$ cat src/rtb_pkg.sv
// Purpose: Constants for the timebase, watchdog and crystal calibration block.
// Assumes: mclk at 250 MHz; oscillator clocks arrive as slow pins.
// Notes: Register offsets are byte addresses on AXI4-Lite.
// Overview of operation
// - Select bit picks RC timebase; switch error small.
// - Auto switch to RC on low supply/crystal fault.
// - Burst access holds off 1 Hz, 100 Hz.
// - Counter write clears divider chain below tick.
// - Next tick one full period after write.
// - Square wave may show one odd cycle.
// - Counter writes need counter write enable bit.
// - 100 Hz from 2 kHz: alternate 21/20 divide.
// - No hundredths while RC timebase is selected.
// - Watchdog rate select; restart reloads multiplier.
// - Timeout drives interrupt or reset per steering.
// - Timeout sets flag; software writes zero clears.
// - Reset output within 1/16 s, held 1/16 s.
// - Register write restarts watchdog; kick edge only while it runs.
// - Stopped after timeout; zero multiplier disables.
// - Rate code 01 gives 250 ms ticks.
// - Calibration gates/adds 16 kHz pulses per period.
// - Offset is two's complement, -64 to +63.
// - Extended field slows by 122 ppm steps.
// - Pulses spread evenly, jitter one 16 kHz period.
package rtb_pkg;
    localparam int ADDR_W = 8;
    localparam logic [ADDR_W-1:0] CTRL_OFS = 8'h00;
    localparam logic [ADDR_W-1:0] CAL_OFS = 8'h04;
    localparam logic [ADDR_W-1:0] WDOG_OFS = 8'h08;
    localparam logic [ADDR_W-1:0] STATUS_OFS = 8'h0c;
    localparam logic [ADDR_W-1:0] CTR_WR_OFS = 8'h10;
    typedef enum logic [2:0] {
        RTB_SEL_CTRL, RTB_SEL_CAL, RTB_SEL_WDOG, RTB_SEL_STATUS, RTB_SEL_CTR, RTB_SEL_NONE
    } rtb_sel_e;
    // Control fields
    localparam int CTRL_OSC_SEL = 0;
    localparam int CTRL_AUTO_SUP = 1;
    localparam int CTRL_FAILOVER = 2;
    localparam int CTRL_CTR_WEN = 3;
    // Calibration fields
    localparam int CAL_OFS_LSB = 0;
    localparam int CAL_OFS_W = 7;
    localparam int CAL_COARSE = 7;
    localparam int CAL_EXT_LSB = 8;
    localparam int CAL_EXT_W = 2;
    // Watchdog fields
    localparam int WD_RATE_LSB = 0;
    localparam int WD_RATE_W = 2;
    localparam int WD_MULT_LSB = 2;
    localparam int WD_MULT_W = 5;
    localparam int WD_STEER = 7;
    // Status fields
    localparam int ST_WD_FLAG = 0;
    localparam int ST_RC_ACT = 1;
    localparam int ST_VCC_LOW = 2;
    localparam int ST_XT_FAIL = 3;
    localparam logic [31:0] REG_RESET = 32'h0000_0000;
    // Divider chain
    localparam logic [2:0] DIV_16K_TO_2K_LAST = 3'h7;
    localparam logic [4:0] DIV_LONG_LAST = 5'd20;
    localparam logic [4:0] DIV_SHORT_LAST = 5'd19;
    localparam logic [4:0] ITER_LAST = 5'd24;
    localparam logic [6:0] HUND_LAST = 7'd99;
    localparam logic [6:0] HUND_HALF = 7'd50;
    localparam logic [6:0] RC_LAST = 7'd127;
    localparam logic [6:0] RC_HALF = 7'd64;
    localparam logic [2:0] RC_16HZ_LAST = 3'h7;
    localparam logic [6:0] XT_16HZ_LAST = 7'd127;
    localparam int CAL_ACC_W = 19;
    localparam int ADJ_W = 10;
    localparam int EXT_STEP_SHIFT = 6;
    // Watchdog prescale masks on the 16 Hz tick
    localparam logic [5:0] WD_MASK_16HZ = 6'h00;
    localparam logic [5:0] WD_MASK_4HZ = 6'h03;
    localparam logic [5:0] WD_MASK_1HZ = 6'h0f;
    localparam logic [5:0] WD_MASK_QHZ = 6'h3f;
    localparam logic [1:0] RESP_OKAY = 2'b00;
    localparam logic [1:0] RESP_SLVERR = 2'b10;
endpackage : rtb_pkg

$ cat src/rtb_timebase.sv
// Purpose: Oscillator select, divider chain, tick hold-off, watchdog, crystal calibration.
// Assumes: Oscillator and supply pins are asynchronous; burst flag is on mclk.
// Notes: Calendar counters sit outside; this block feeds them ticks and load strobes.
//
// Added by the designer: the AXI4-Lite register port and the register addresses.
module rtb_timebase
    import rtb_pkg::*;
(
    input wire logic mclk,
    input wire logic sys_rst,
    input wire logic [ADDR_W-1:0] s_axi_awaddr,
    input wire logic s_axi_awvalid,
    output logic s_axi_awready,
    input wire logic [31:0] s_axi_wdata,
    input wire logic [3:0] s_axi_wstrb,
    input wire logic s_axi_wvalid,
    output logic s_axi_wready,
    output logic [1:0] s_axi_bresp,
    output logic s_axi_bvalid,
    input wire logic s_axi_bready,
    input wire logic [ADDR_W-1:0] s_axi_araddr,
    input wire logic s_axi_arvalid,
    output logic s_axi_arready,
    output logic [31:0] s_axi_rdata,
    output logic [1:0] s_axi_rresp,
    output logic s_axi_rvalid,
    input wire logic s_axi_rready,
    input wire logic xt_clk_in,
    input wire logic rc_clk_in,
    input wire logic vcc_low_in,
    input wire logic xt_fail_in,
    input wire logic wdog_kick_input,
    input wire logic counter_burst,
    output logic tick_100hz,
    output logic tick_1hz,
    output logic clock_output_pin,
    output logic hundredths_avail,
    output logic rc_active,
    output logic counter_load_pulse,
    output logic [31:0] counter_load_data,
    output logic irq_out_n,
    output logic reset_out_n
);
    localparam int NSYNC = 5;

    function automatic rtb_sel_e reg_sel(input logic [ADDR_W-1:0] a);
        case (a)
            CTRL_OFS: reg_sel = RTB_SEL_CTRL;
            CAL_OFS: reg_sel = RTB_SEL_CAL;
            WDOG_OFS: reg_sel = RTB_SEL_WDOG;
            STATUS_OFS: reg_sel = RTB_SEL_STATUS;
            CTR_WR_OFS: reg_sel = RTB_SEL_CTR;
            default: reg_sel = RTB_SEL_NONE;
        endcase
    endfunction : reg_sel

    function automatic logic [31:0] merge(input logic [31:0] old, input logic [31:0] nw,
                                          input logic [3:0] strb);
        logic [31:0] m;
        m = {{8{strb[3]}}, {8{strb[2]}}, {8{strb[1]}}, {8{strb[0]}}};
        merge = (old & ~m) | (nw & m);
    endfunction : merge

    // Pin synchronisers: xt, rc, vcc_low, xt_fail, kick
    logic [NSYNC-1:0] pins;
    logic [NSYNC-1:0] sync1_ff;
    logic [NSYNC-1:0] sync2_ff;
    logic [NSYNC-1:0] sync3_ff;
    assign pins = {wdog_kick_input, xt_fail_in, vcc_low_in, rc_clk_in, xt_clk_in};
    for (genvar i = 0; i < NSYNC; i++) begin : g_sync
        always_ff @(posedge mclk) begin
            if (sys_rst) begin
                sync1_ff[i] <= 1'b0;
                sync2_ff[i] <= 1'b0;
                sync3_ff[i] <= 1'b0;
            end else begin
                sync1_ff[i] <= pins[i];
                sync2_ff[i] <= sync1_ff[i];
                sync3_ff[i] <= sync2_ff[i];
            end
        end
    end
    logic xt_rise;
    logic rc_rise;
    logic kick_edge;
    assign xt_rise = sync2_ff[0] & ~sync3_ff[0];
    assign rc_rise = sync2_ff[1] & ~sync3_ff[1];
    assign kick_edge = sync2_ff[4] ^ sync3_ff[4];

    // AXI4-Lite slave
    logic [31:0] ctrl_ff, cal_ff, wdog_ff;
    logic aw_hold_ff, w_hold_ff, bvalid_ff, rvalid_ff;
    logic [ADDR_W-1:0] awaddr_ff;
    logic [31:0] wdata_ff, rdata_ff;
    logic [3:0] wstrb_ff;
    logic [1:0] bresp_ff, rresp_ff;
    logic do_wr;
    rtb_sel_e wsel;
    assign s_axi_awready = ~aw_hold_ff & ~bvalid_ff;
    assign s_axi_wready = ~w_hold_ff & ~bvalid_ff;
    assign s_axi_bvalid = bvalid_ff;
    assign s_axi_bresp = bresp_ff;
    assign s_axi_arready = ~rvalid_ff;
    assign s_axi_rvalid = rvalid_ff;
    assign s_axi_rdata = rdata_ff;
    assign s_axi_rresp = rresp_ff;
    assign do_wr = aw_hold_ff & w_hold_ff & ~bvalid_ff;
    assign wsel = reg_sel(awaddr_ff);

    always_ff @(posedge mclk) begin
        if (sys_rst) begin
            aw_hold_ff <= 1'b0;
            w_hold_ff <= 1'b0;
            bvalid_ff <= 1'b0;
            bresp_ff <= RESP_OKAY;
            awaddr_ff <= '0;
            wdata_ff <= '0;
            wstrb_ff <= '0;
        end else begin
            if (s_axi_awvalid && s_axi_awready) begin
                aw_hold_ff <= 1'b1;
                awaddr_ff <= s_axi_awaddr;
            end
            if (s_axi_wvalid && s_axi_wready) begin
                w_hold_ff <= 1'b1;
                wdata_ff <= s_axi_wdata;
                wstrb_ff <= s_axi_wstrb;
            end
            if (do_wr) begin
                aw_hold_ff <= 1'b0;
                w_hold_ff <= 1'b0;
                bvalid_ff <= 1'b1;
                bresp_ff <= (wsel == RTB_SEL_NONE) ? RESP_SLVERR : RESP_OKAY;
            end else if (bvalid_ff && s_axi_bready) begin
                bvalid_ff <= 1'b0;
            end
        end
    end

    always_ff @(posedge mclk) begin
        if (sys_rst) begin
            ctrl_ff <= REG_RESET;
            cal_ff <= REG_RESET;
            wdog_ff <= REG_RESET;
        end else if (do_wr) begin
            case (wsel)
                RTB_SEL_CTRL: ctrl_ff <= merge(ctrl_ff, wdata_ff, wstrb_ff);
                RTB_SEL_CAL: cal_ff <= merge(cal_ff, wdata_ff, wstrb_ff);
                RTB_SEL_WDOG: wdog_ff <= merge(wdog_ff, wdata_ff, wstrb_ff);
                default: ;
            endcase
        end
    end

    // Counter load strobe toward the calendar counters
    logic ctr_wr_req;
    assign ctr_wr_req = do_wr && wsel == RTB_SEL_CTR;
    always_ff @(posedge mclk) begin
        if (sys_rst) begin
            counter_load_pulse <= 1'b0;
            counter_load_data <= '0;
        end else begin
            counter_load_pulse <= ctr_wr_req & ctrl_ff[CTRL_CTR_WEN];
            if (ctr_wr_req && ctrl_ff[CTRL_CTR_WEN]) begin
                counter_load_data <= wdata_ff;
            end
        end
    end

    // Oscillator selection
    logic nxt_rc_active;
    logic rc_active_ff, osc_switch;
    assign nxt_rc_active = ctrl_ff[CTRL_OSC_SEL]
        | (ctrl_ff[CTRL_AUTO_SUP] & sync2_ff[2]) | (ctrl_ff[CTRL_FAILOVER] & sync2_ff[3]);
    always_ff @(posedge mclk) begin
        if (sys_rst) begin
            rc_active_ff <= 1'b0;
        end else begin
            rc_active_ff <= nxt_rc_active;
        end
    end
    assign rc_active = rc_active_ff;
    assign hundredths_avail = ~rc_active_ff;
    // Only sub-second phase is dropped on a switch, so error stays under a second
    assign osc_switch = nxt_rc_active ^ rc_active_ff;

    logic clr_xt, clr_rc;
    assign clr_xt = (counter_load_pulse & ~rc_active_ff) | osc_switch;
    assign clr_rc = (counter_load_pulse & rc_active_ff) | osc_switch;

    // Crystal calibration: phase accumulator spreads pulses over the period
    logic ph_ff, add_pend_ff;
    logic [CAL_ACC_W-1:0] acc_ff;
    logic signed [ADJ_W-1:0] adj;
    logic [ADJ_W-1:0] mag;
    logic [CAL_ACC_W:0] acc_sum;
    logic slot, odd_edge, cal_hit, p16k;
    logic [CAL_OFS_W-1:0] cal_off;
    logic [CAL_EXT_W-1:0] cal_ext;
    assign cal_off = cal_ff[CAL_OFS_LSB +: CAL_OFS_W];
    assign cal_ext = cal_ff[CAL_EXT_LSB +: CAL_EXT_W];
    always_comb begin
        adj = ADJ_W'($signed(cal_off));
        if (cal_ff[CAL_COARSE]) begin
            adj = adj <<< 1;
        end
        adj = adj - ADJ_W'($signed({1'b0, cal_ext, EXT_STEP_SHIFT'(0)}));
        mag = adj[ADJ_W-1] ? ADJ_W'(-adj) : ADJ_W'(adj);
        if (rc_active_ff) begin
            mag = '0;
        end
    end
    assign slot = xt_rise & ph_ff;
    assign odd_edge = xt_rise & ~ph_ff;
    assign acc_sum = {1'b0, acc_ff} + {(CAL_ACC_W + 1 - ADJ_W)'(0), mag};
    assign cal_hit = slot & acc_sum[CAL_ACC_W];
    // Gate on a negative hit; insert the extra pulse at the next odd 32 kHz edge
    assign p16k = (slot & ~(cal_hit & adj[ADJ_W-1])) | (odd_edge & add_pend_ff);
    always_ff @(posedge mclk) begin
        if (sys_rst || clr_xt) begin
            ph_ff <= 1'b0;
            add_pend_ff <= 1'b0;
        end else begin
            if (xt_rise) begin
                ph_ff <= ~ph_ff;
            end
            if (cal_hit && !adj[ADJ_W-1]) begin
                add_pend_ff <= 1'b1;
            end else if (odd_edge) begin
                add_pend_ff <= 1'b0;
            end
        end
    end
    always_ff @(posedge mclk) begin
        if (sys_rst) begin
            acc_ff <= '0;
        end else if (slot) begin
            acc_ff <= acc_sum[CAL_ACC_W-1:0];
        end
    end

    // Crystal divider chain down to 100 Hz and 1 Hz
    logic [2:0] c2k_ff;
    logic [4:0] c100_ff, iter_ff;
    logic [6:0] hund_ff, c16x_ff, rc128_ff;
    logic p2k, p100x, p1x, p1r, p16hz;
    logic [4:0] div_last;
    assign p2k = p16k & (c2k_ff == DIV_16K_TO_2K_LAST);
    // Odd iterations divide by 21, even by 20: 12 long and 13 short per 25
    assign div_last = iter_ff[0] ? DIV_LONG_LAST : DIV_SHORT_LAST;
    assign p100x = p2k & (c100_ff == div_last);
    assign p1x = p100x & (hund_ff == HUND_LAST);
    always_ff @(posedge mclk) begin
        if (sys_rst || clr_xt) begin
            c2k_ff <= '0;
            c100_ff <= '0;
            iter_ff <= '0;
        end else begin
            if (p16k) begin
                c2k_ff <= c2k_ff + 3'h1;
            end
            if (p100x) begin
                c100_ff <= '0;
                iter_ff <= (iter_ff == ITER_LAST) ? 5'h00 : iter_ff + 5'h01;
            end else if (p2k) begin
                c100_ff <= c100_ff + 5'h01;
            end
        end
    end
    // Hundredths phase is kept on a counter write; the next 100 Hz tick restarts cleanly
    always_ff @(posedge mclk) begin
        if (sys_rst || osc_switch) begin
            hund_ff <= '0;
        end else if (p100x) begin
            hund_ff <= p1x ? 7'h00 : hund_ff + 7'h01;
        end
    end
    always_ff @(posedge mclk) begin
        if (sys_rst) begin
            c16x_ff <= '0;
        end else if (p2k) begin
            c16x_ff <= c16x_ff + 7'h01;
        end
    end

    // RC chain: 128 Hz down to 1 Hz
    assign p1r = rc_rise & (rc128_ff == RC_LAST);
    always_ff @(posedge mclk) begin
        if (sys_rst || clr_rc) begin
            rc128_ff <= '0;
        end else if (rc_rise) begin
            rc128_ff <= rc128_ff + 7'h01;
        end
    end
    assign p16hz = rc_active_ff ? (rc_rise & (rc128_ff[2:0] == RC_16HZ_LAST))
                                : (p2k & (c16x_ff == XT_16HZ_LAST));

    // Tick hold-off during counter bursts
    logic raw100, raw1, pend100_ff, pend1_ff;
    assign raw100 = p100x & ~rc_active_ff;
    assign raw1 = rc_active_ff ? p1r : p1x;
    always_ff @(posedge mclk) begin
        if (sys_rst) begin
            pend100_ff <= 1'b0;
            pend1_ff <= 1'b0;
            tick_100hz <= 1'b0;
            tick_1hz <= 1'b0;
        end else begin
            // A held 100 Hz tick is dropped on a switch to RC unless the burst has ended by the first RC cycle
            pend100_ff <= (pend100_ff | raw100) & counter_burst & ~rc_active_ff;
            pend1_ff <= (pend1_ff | raw1) & counter_burst;
            tick_100hz <= ~counter_burst & (pend100_ff | raw100);
            tick_1hz <= ~counter_burst & (pend1_ff | raw1);
        end
    end

    // 1 Hz square wave; a counter write may stretch or shorten one cycle
    always_ff @(posedge mclk) begin
        if (sys_rst) begin
            clock_output_pin <= 1'b0;
        end else begin
            clock_output_pin <= rc_active_ff ? (rc128_ff < RC_HALF) : (hund_ff < HUND_HALF);
        end
    end

    // Watchdog
    logic [WD_MULT_W-1:0] wd_mult, wd_cnt_ff;
    logic [WD_RATE_W-1:0] wd_rate;
    logic [5:0] wd_pre_ff, wd_mask;
    logic wd_run_ff, wd_write, wd_restart, wd_tick, wd_timeout;
    logic wd_flag_ff, rst_pend_ff, rst_act_ff, st_clear, wd_write_d_ff;
    assign wd_mult = wdog_ff[WD_MULT_LSB +: WD_MULT_W];
    assign wd_rate = wdog_ff[WD_RATE_LSB +: WD_RATE_W];
    always_comb begin
        case (wd_rate)
            2'b00: wd_mask = WD_MASK_16HZ;
            2'b01: wd_mask = WD_MASK_4HZ;
            2'b10: wd_mask = WD_MASK_1HZ;
            default: wd_mask = WD_MASK_QHZ;
        endcase
    end
    assign wd_write = do_wr && wsel == RTB_SEL_WDOG;
    // Restart a cycle after the write, once wdog_ff holds the new multiplier
    assign wd_restart = wd_write_d_ff | (kick_edge & wd_run_ff);
    assign wd_tick = p16hz & (wd_pre_ff == wd_mask);
    assign wd_timeout = wd_run_ff & wd_tick & (wd_cnt_ff == WD_MULT_W'(1));
    always_ff @(posedge mclk) begin
        if (sys_rst) begin
            wd_cnt_ff <= '0;
            wd_pre_ff <= '0;
            wd_run_ff <= 1'b0;
        end else if (wd_restart) begin
            wd_cnt_ff <= wd_mult;
            wd_pre_ff <= '0;
            wd_run_ff <= 1'b1;
        end else begin
            if (wd_cnt_ff == '0) begin
                wd_run_ff <= 1'b0;
            end
            if (p16hz) begin
                wd_pre_ff <= (wd_pre_ff == wd_mask) ? 6'h00 : wd_pre_ff + 6'h01;
            end
            if (wd_run_ff && wd_tick) begin
                wd_cnt_ff <= wd_cnt_ff - WD_MULT_W'(1);
            end
            if (wd_timeout) begin
                wd_run_ff <= 1'b0;
            end
        end
    end
    // Write strobe delayed to the cycle in which the new field stands
    always_ff @(posedge mclk) begin
        if (sys_rst) begin
            wd_write_d_ff <= 1'b0;
        end else begin
            wd_write_d_ff <= wd_write;
        end
    end

    assign st_clear = do_wr && wsel == RTB_SEL_STATUS && wstrb_ff[0] && !wdata_ff[ST_WD_FLAG];
    always_ff @(posedge mclk) begin
        if (sys_rst) begin
            wd_flag_ff <= 1'b0;
        end else if (wd_timeout) begin
            wd_flag_ff <= 1'b1;
        end else if (st_clear) begin
            wd_flag_ff <= 1'b0;
        end
    end
    always_ff @(posedge mclk) begin
        if (sys_rst) begin
            irq_out_n <= 1'b1;
        end else begin
            irq_out_n <= ~(wd_flag_ff & ~wdog_ff[WD_STEER]);
        end
    end
    always_ff @(posedge mclk) begin
        if (sys_rst) begin
            rst_pend_ff <= 1'b0;
            rst_act_ff <= 1'b0;
        end else begin
            if (wd_timeout && wdog_ff[WD_STEER]) begin
                rst_pend_ff <= 1'b1;
            end else if (p16hz && rst_pend_ff) begin
                rst_pend_ff <= 1'b0;
            end
            if (p16hz) begin
                rst_act_ff <= rst_pend_ff;
            end
        end
    end
    assign reset_out_n = ~rst_act_ff;

    // Read path
    always_ff @(posedge mclk) begin
        if (sys_rst) begin
            rvalid_ff <= 1'b0;
            rdata_ff <= '0;
            rresp_ff <= RESP_OKAY;
        end else if (s_axi_arvalid && s_axi_arready) begin
            rvalid_ff <= 1'b1;
            rresp_ff <= RESP_OKAY;
            case (reg_sel(s_axi_araddr))
                RTB_SEL_CTRL: rdata_ff <= ctrl_ff;
                RTB_SEL_CAL: rdata_ff <= cal_ff;
                RTB_SEL_WDOG: rdata_ff <= wdog_ff;
                RTB_SEL_STATUS: rdata_ff <= {28'h0, sync2_ff[3], sync2_ff[2], rc_active_ff,
                                             wd_flag_ff};
                RTB_SEL_CTR: rdata_ff <= counter_load_data;
                default: begin
                    rdata_ff <= '0;
                    rresp_ff <= RESP_SLVERR;
                end
            endcase
        end else if (rvalid_ff && s_axi_rready) begin
            rvalid_ff <= 1'b0;
        end
    end
endmodule : rtb_timebase

$ cat config.mk
export PLATFORM = sky130hd
export DESIGN_NAME = rtb_timebase
export DESIGN_NICKNAME = d
export VERILOG_FILES = /design/src/rtb_pkg.sv /design/src/rtb_timebase.sv
export SDC_FILE = /design/constraint.sdc
export NUM_CORES = 1
export LEC_CHECK = 0
export BUFFER_PORTS_ARGS = -buffer_cell sky130_fd_sc_hd__buf_2
export CELL_PAD_IN_SITES_DETAIL_PLACEMENT = 0
export CELL_PAD_IN_SITES_GLOBAL_PLACEMENT = 2
export CORE_MARGIN = 4
export CORE_UTILIZATION = 30
export CTS_CLUSTER_SIZE = 40
export DETAILED_ROUTE_END_ITERATION = 7
export GPL_ROUTABILITY_DRIVEN = 0
export GPL_TIMING_DRIVEN = 0
export PLACE_DENSITY_LB_ADDON = 0.1
export SETUP_SLACK_MARGIN = 0.3
export SLEW_MARGIN = 5
export SYNTH_ARGS = -nofsm -noshare
export SYNTH_HDL_FRONTEND = slang
export SYNTH_SLANG_ARGS = --single-unit
$ cat constraint.sdc
create_clock -name mclk -period 5.9 [get_ports mclk]
set_input_delay 1.18 -clock mclk [delete_from_list [all_inputs] [get_ports mclk]]
set_output_delay 1.18 -clock mclk [all_outputs]
set_load 0.01 [all_outputs]
==> tab_implementation.tex <==
\begin{tabular}{lr}
\hline
Metric & Value \\
\hline
\multicolumn{2}{l}{\textbf{Clocking}} \\
\quad TritonCTS Buffers & 38 \\
\quad Setup Fix Bufs, Post-CTS & 0 \\
\quad Deepest clock path buffer count & 3 \\
\quad CTS root buffer & sky130\_fd\_sc\_hd\_\_clkbuf\_16 \\
\quad H-Tree Level Count & 2 \\
\quad Count of clock tree sinks & 302 \\
\quad Clk Latency, worst-skew pair & 0.55 ns \\
\quad Reg clk slew, reported paths & 0.06 ns \\
\quad Clock tree from TritonCTS & built \\
\multicolumn{2}{l}{\textbf{Global routing}} \\
\quad Number of antenna violations at the first check in global routing & 3 \\
\quad Aggregate global-route resource usage & 0.1927 \\
\quad Via count of the first global-routing pass & 11.74k \\
\quad First-pass GRT wire length & 70,600 um \\
\quad Maximum number of pins on one net before global-route repair & 12 \\
\quad Residual overflow from global routing & 0 \\
\multicolumn{2}{l}{\textbf{Floorplan}} \\
\quad Io pins & 146 \\
\quad Initial core utilization & 0.3038 \\
\quad Placeable core region & 43,080 um2 \\
\quad Die span in x & 216.9 um \\
\quad Row count & 76 \\
\quad Die extent in y & 216.9 um \\
\quad Overall die area & 47,030 um2 \\
\multicolumn{2}{l}{\textbf{Job}} \\
\quad \# Max-Cap Violations & 0 \\
\multicolumn{2}{l}{\textbf{STA}} \\
\quad Highest clock rate & 196.0 MHz \\
\quad Final worst clock skew & 0.02043 ns \\
\quad Max-slew violation total from the final report & 0 \\
\quad Normalized max-slew margin & 0.2996 \\
\quad Count of endpoints failing hold in the final timing report & 0 \\
\quad Unrepaired setup endpoints after global routing & false \\
\quad Worst-margin pin slew & 1.051 ns \\
\quad Count of endpoints failing setup in the final report & 0 \\
\quad Sum of negative setup slack & 0 ns \\
\quad Tcrit/Tclk final & 0.8646 \\
\quad Clock period minus final worst setup slack & 5.101 ns \\
\multicolumn{2}{l}{\textbf{Min path}} \\
\quad Launch point of the worst hold path & sync1\_ff[4] \\
\quad Min-Delay Path Class & flop to flop \\
\quad Hold-critical path endpoint & sync2\_ff[4] \\
\quad Number of cells on the worst hold path & 1 \\
\multicolumn{2}{l}{\textbf{Worst setup path}} \\
\quad Cell chain of the critical path & buf\_1, mux2i\_1, ha\_1, inv\_1, a2111oi\_1, a31oi\_1, xnor2\_1, nor2\_1, ha\_1, a21oi\_1, o21ai\_0, nand3\_1, o2111ai\_1, and2\_1, buf\_2, mux2i\_1, nor2\_1 \\
\quad Setup CP Type & flop to flop \\
\quad Critical path peak fanout & 10 \\
\quad Worst path slowest cell & sky130\_fd\_sc\_hd\_\_a2111oi\_1 \\
\quad Critical path required time & 6.30 ns \\
\quad Worst setup EP type & flop \\
\quad Number of buffer and inverter stages on the critical path & 3 \\
\quad Crit path launch type & flop \\
\quad Setup slack of the most critical reg-to-reg path & 0.80 ns \\
\quad Worst r2r path cells & 17 \\
\quad Critical Path Max Stage Delay & 0.60 ns \\
\quad Arrival time of the worst setup path & 5.50 ns \\
\quad Gate family responsible for the most delay along the worst path & compound AO/OA/AOI/OAI gates \\
\quad FF-to-FF End & rst\_act\_ff \\
\multicolumn{2}{l}{\textbf{Layout}} \\
\quad Layout overhead on the synthesized area & 20.50\% \\
\quad Layout net count & 1,888 \\
\quad Filler instances & 4,671 \\
\quad Fraction of layout instances using a drive strength above 1 & 0.1358 \\
\quad Final instance area & 15,770 um2 \\
\multicolumn{2}{l}{\textbf{Synth}} \\
\quad Top FF cell, synth & sky130\_fd\_sc\_hd\_\_dfxtp\_1 \\
\quad Number of distinct library cells after synthesis & 73 \\
\quad Ys async rst share & 0 \\
\quad Sequential fraction of the synthesis area & 0.4620 \\
\quad Most area-consuming cells after synthesis & sky130\_fd\_sc\_hd\_\_dfxtp\_1, sky130\_fd\_sc\_hd\_\_a21oi\_1, sky130\_fd\_sc\_hd\_\_nand2\_1 \\
\quad Synthesis-stage register bit count & 302 \\
\quad Post-synthesis instance area & 13,090 um2 \\
\quad Mean cell area of the mapped netlist & 8.124 um2 \\
\quad EDFF count, synth & 0 \\
\quad Cells after synthesis & 1,611 \\
\quad Area share of the largest cell type after synthesis & 0.4620 \\
\quad Post-synth top area cell & sky130\_fd\_sc\_hd\_\_dfxtp\_1 \\
\quad Yosys warning count & 0 \\
\multicolumn{2}{l}{\textbf{Drt}} \\
\quad Detail-routed via count per cell & 4.997 \\
\quad Antenna-violating nets left & 0 \\
\quad Routed wire length & 46,170 um \\
\quad Total number of vias & 12.02k \\
\quad Detailed-routing iteration count for the pre-antenna-repair pass & 7 \\
\quad DRT iter0 DRCs & 835 \\
\quad Routed length per instance & 19.20 um \\
\quad Number of design rule violations left after detail routing & 0 \\
\multicolumn{2}{l}{\textbf{Run status}} \\
\quad Result of the run & finished clean \\
\multicolumn{2}{l}{\textbf{Place}} \\
\quad Half-perimeter wire length after placement & 33,460 um \\
\quad Port buffer count & 142 \\
\quad Total cell area at the placement stage & 14,540 um2 \\
\multicolumn{2}{l}{\textbf{Pwr}} \\
\quad Cell Pwr Density & 292.9 nW/um2 \\
\quad Max IR drop VDD & 0.1662 mV \\
\quad Static Leakage & 5.727 nW \\
\hline
\end{tabular}
==> synth_stat cells (all sizes together) (23+ instances only) <==
library cell  number
a21oi            285
inv               23
o21ai             33
nand3            111
clkbuf            73
dfxtp            302
nor2             102
ha                27
a22oi             56
nor2b             23
buf               34
nand2            309
==> cell type report <==
cell class	instances	area, um2	area share
Antenna cell	1	2.502	0.0001587
Buffer	107	446.7	0.02832
Clock buffer	57	1112	0.07053
Clock inverter	8	111.4	0.007061
Inverter	23	86.33	0.005474
Multi-Input combinational cell	1180	6523	0.4136
Sequential cell	302	6046	0.3834
Tap cell	585	732.0	0.04641
Timing Repair Buffer	142	710.7	0.04507
==> cell usage in the layout (no fill, tap or decap), types with 10 or more instances in the layout <==
cell / netlist / final
sky130_fd_sc_hd__a22oi_1: 56 / 56
sky130_fd_sc_hd__nand2_1: 309 / 309
sky130_fd_sc_hd__or3_1: 15 / 15
sky130_fd_sc_hd__mux2i_1: 14 / 14
sky130_fd_sc_hd__clkbuf_1: 73 / 83
sky130_fd_sc_hd__nand3_1: 111 / 111
sky130_fd_sc_hd__nor2_1: 101 / 101
sky130_fd_sc_hd__a21oi_1: 284 / 284
sky130_fd_sc_hd__xnor2_1: 19 / 19
sky130_fd_sc_hd__nor3_1: 14 / 14
sky130_fd_sc_hd__ha_1: 27 / 27
sky130_fd_sc_hd__nor2b_1: 23 / 23
sky130_fd_sc_hd__buf_2: 21 / 163
sky130_fd_sc_hd__a211oi_1: 11 / 11
sky130_fd_sc_hd__xor2_1: 21 / 21
sky130_fd_sc_hd__nand2b_1: 10 / 10
sky130_fd_sc_hd__inv_1: 23 / 23
sky130_fd_sc_hd__dfxtp_1: 302 / 302
sky130_fd_sc_hd__clkbuf_16: 0 / 38
sky130_fd_sc_hd__o21ai_0: 30 / 30
==> kinds of logic (layout without fill, tap and decap cells) <==
kind of cell / count (synthesis) / in the layout / share of synthesized area
DFF: 302 / 302 / 0.4620
xor gates and xnor gates: 40 / 40 / 0.02677
other: 1 / 3 / 0.0002865
muxes: 19 / 19 / 0.01501
adders and majority gates: 29 / 29 / 0.02887
AOI/OAI and AO/OA: 441 / 441 / 0.1999
and+or+nand+nor: 649 / 649 / 0.2265
buffers and inverters: 130 / 337 / 0.04073
==> stage by stage <==
step	utilization	power (mW)	std cells	worst slack [ns]	hold slack, ns
6_report	0.3661	4.619	2405	0.7988	0.4332
5_1_grt	0.3661	4.794	2405	0.3571	0.4460
4_1_cts	0.3660	4.702	2404	0.6124	0.4349
3_5_place_dp	0.3376	2.367	2339	0.6405	0.4239
3_3_place_gp	0.3374	2.366	2339	0.5790	0.4172
2_1_floorplan	-	2.251	1612	1.743	0.3678
==> where the power goes <==
| part | total (mW) | internal [mW] | switching [mW] |
|---|---|---|---|
| Combinational | 0.213 | 0.0587 | 0.154 |
| Clock | 2.30 | 1.39 | 0.912 |
| Sequential | 2.11 | 2.07 | 0.0359 |
==> per-layer routing <==
metal	track usage	routed length, um	up-vias
met5	0	11	-
met4	0.05682	1180	2
met3	0.02723	1915	66
met2	0.3202	21450	243
met1	0.2620	21620	5695
li1	-	-	6011
==> worst max path at each step <==
stage          slack (ns)  cells past startpoint      endpoint  startpoint
2_1_floorplan        1.74                     16  wd_pre_ff[4]        flop
3_3_place_gp         0.58                     17   rst_pend_ff        flop
3_5_place_dp         0.64                     17    rst_act_ff        flop
4_1_cts              0.61                     17    rst_act_ff        flop
5_1_grt              0.36                     17    rst_act_ff        flop
6_report             0.80                     17    rst_act_ff        flop
==> repair_timing <==
| action | CTS | global route |
|---|---|---|
| gates resized for setup | 0 | 1 |
| endpoints found under the setup margin | 0 | 3 |
| hold buffers | 0 | 0 |
(Power assumes the default switching activity.)
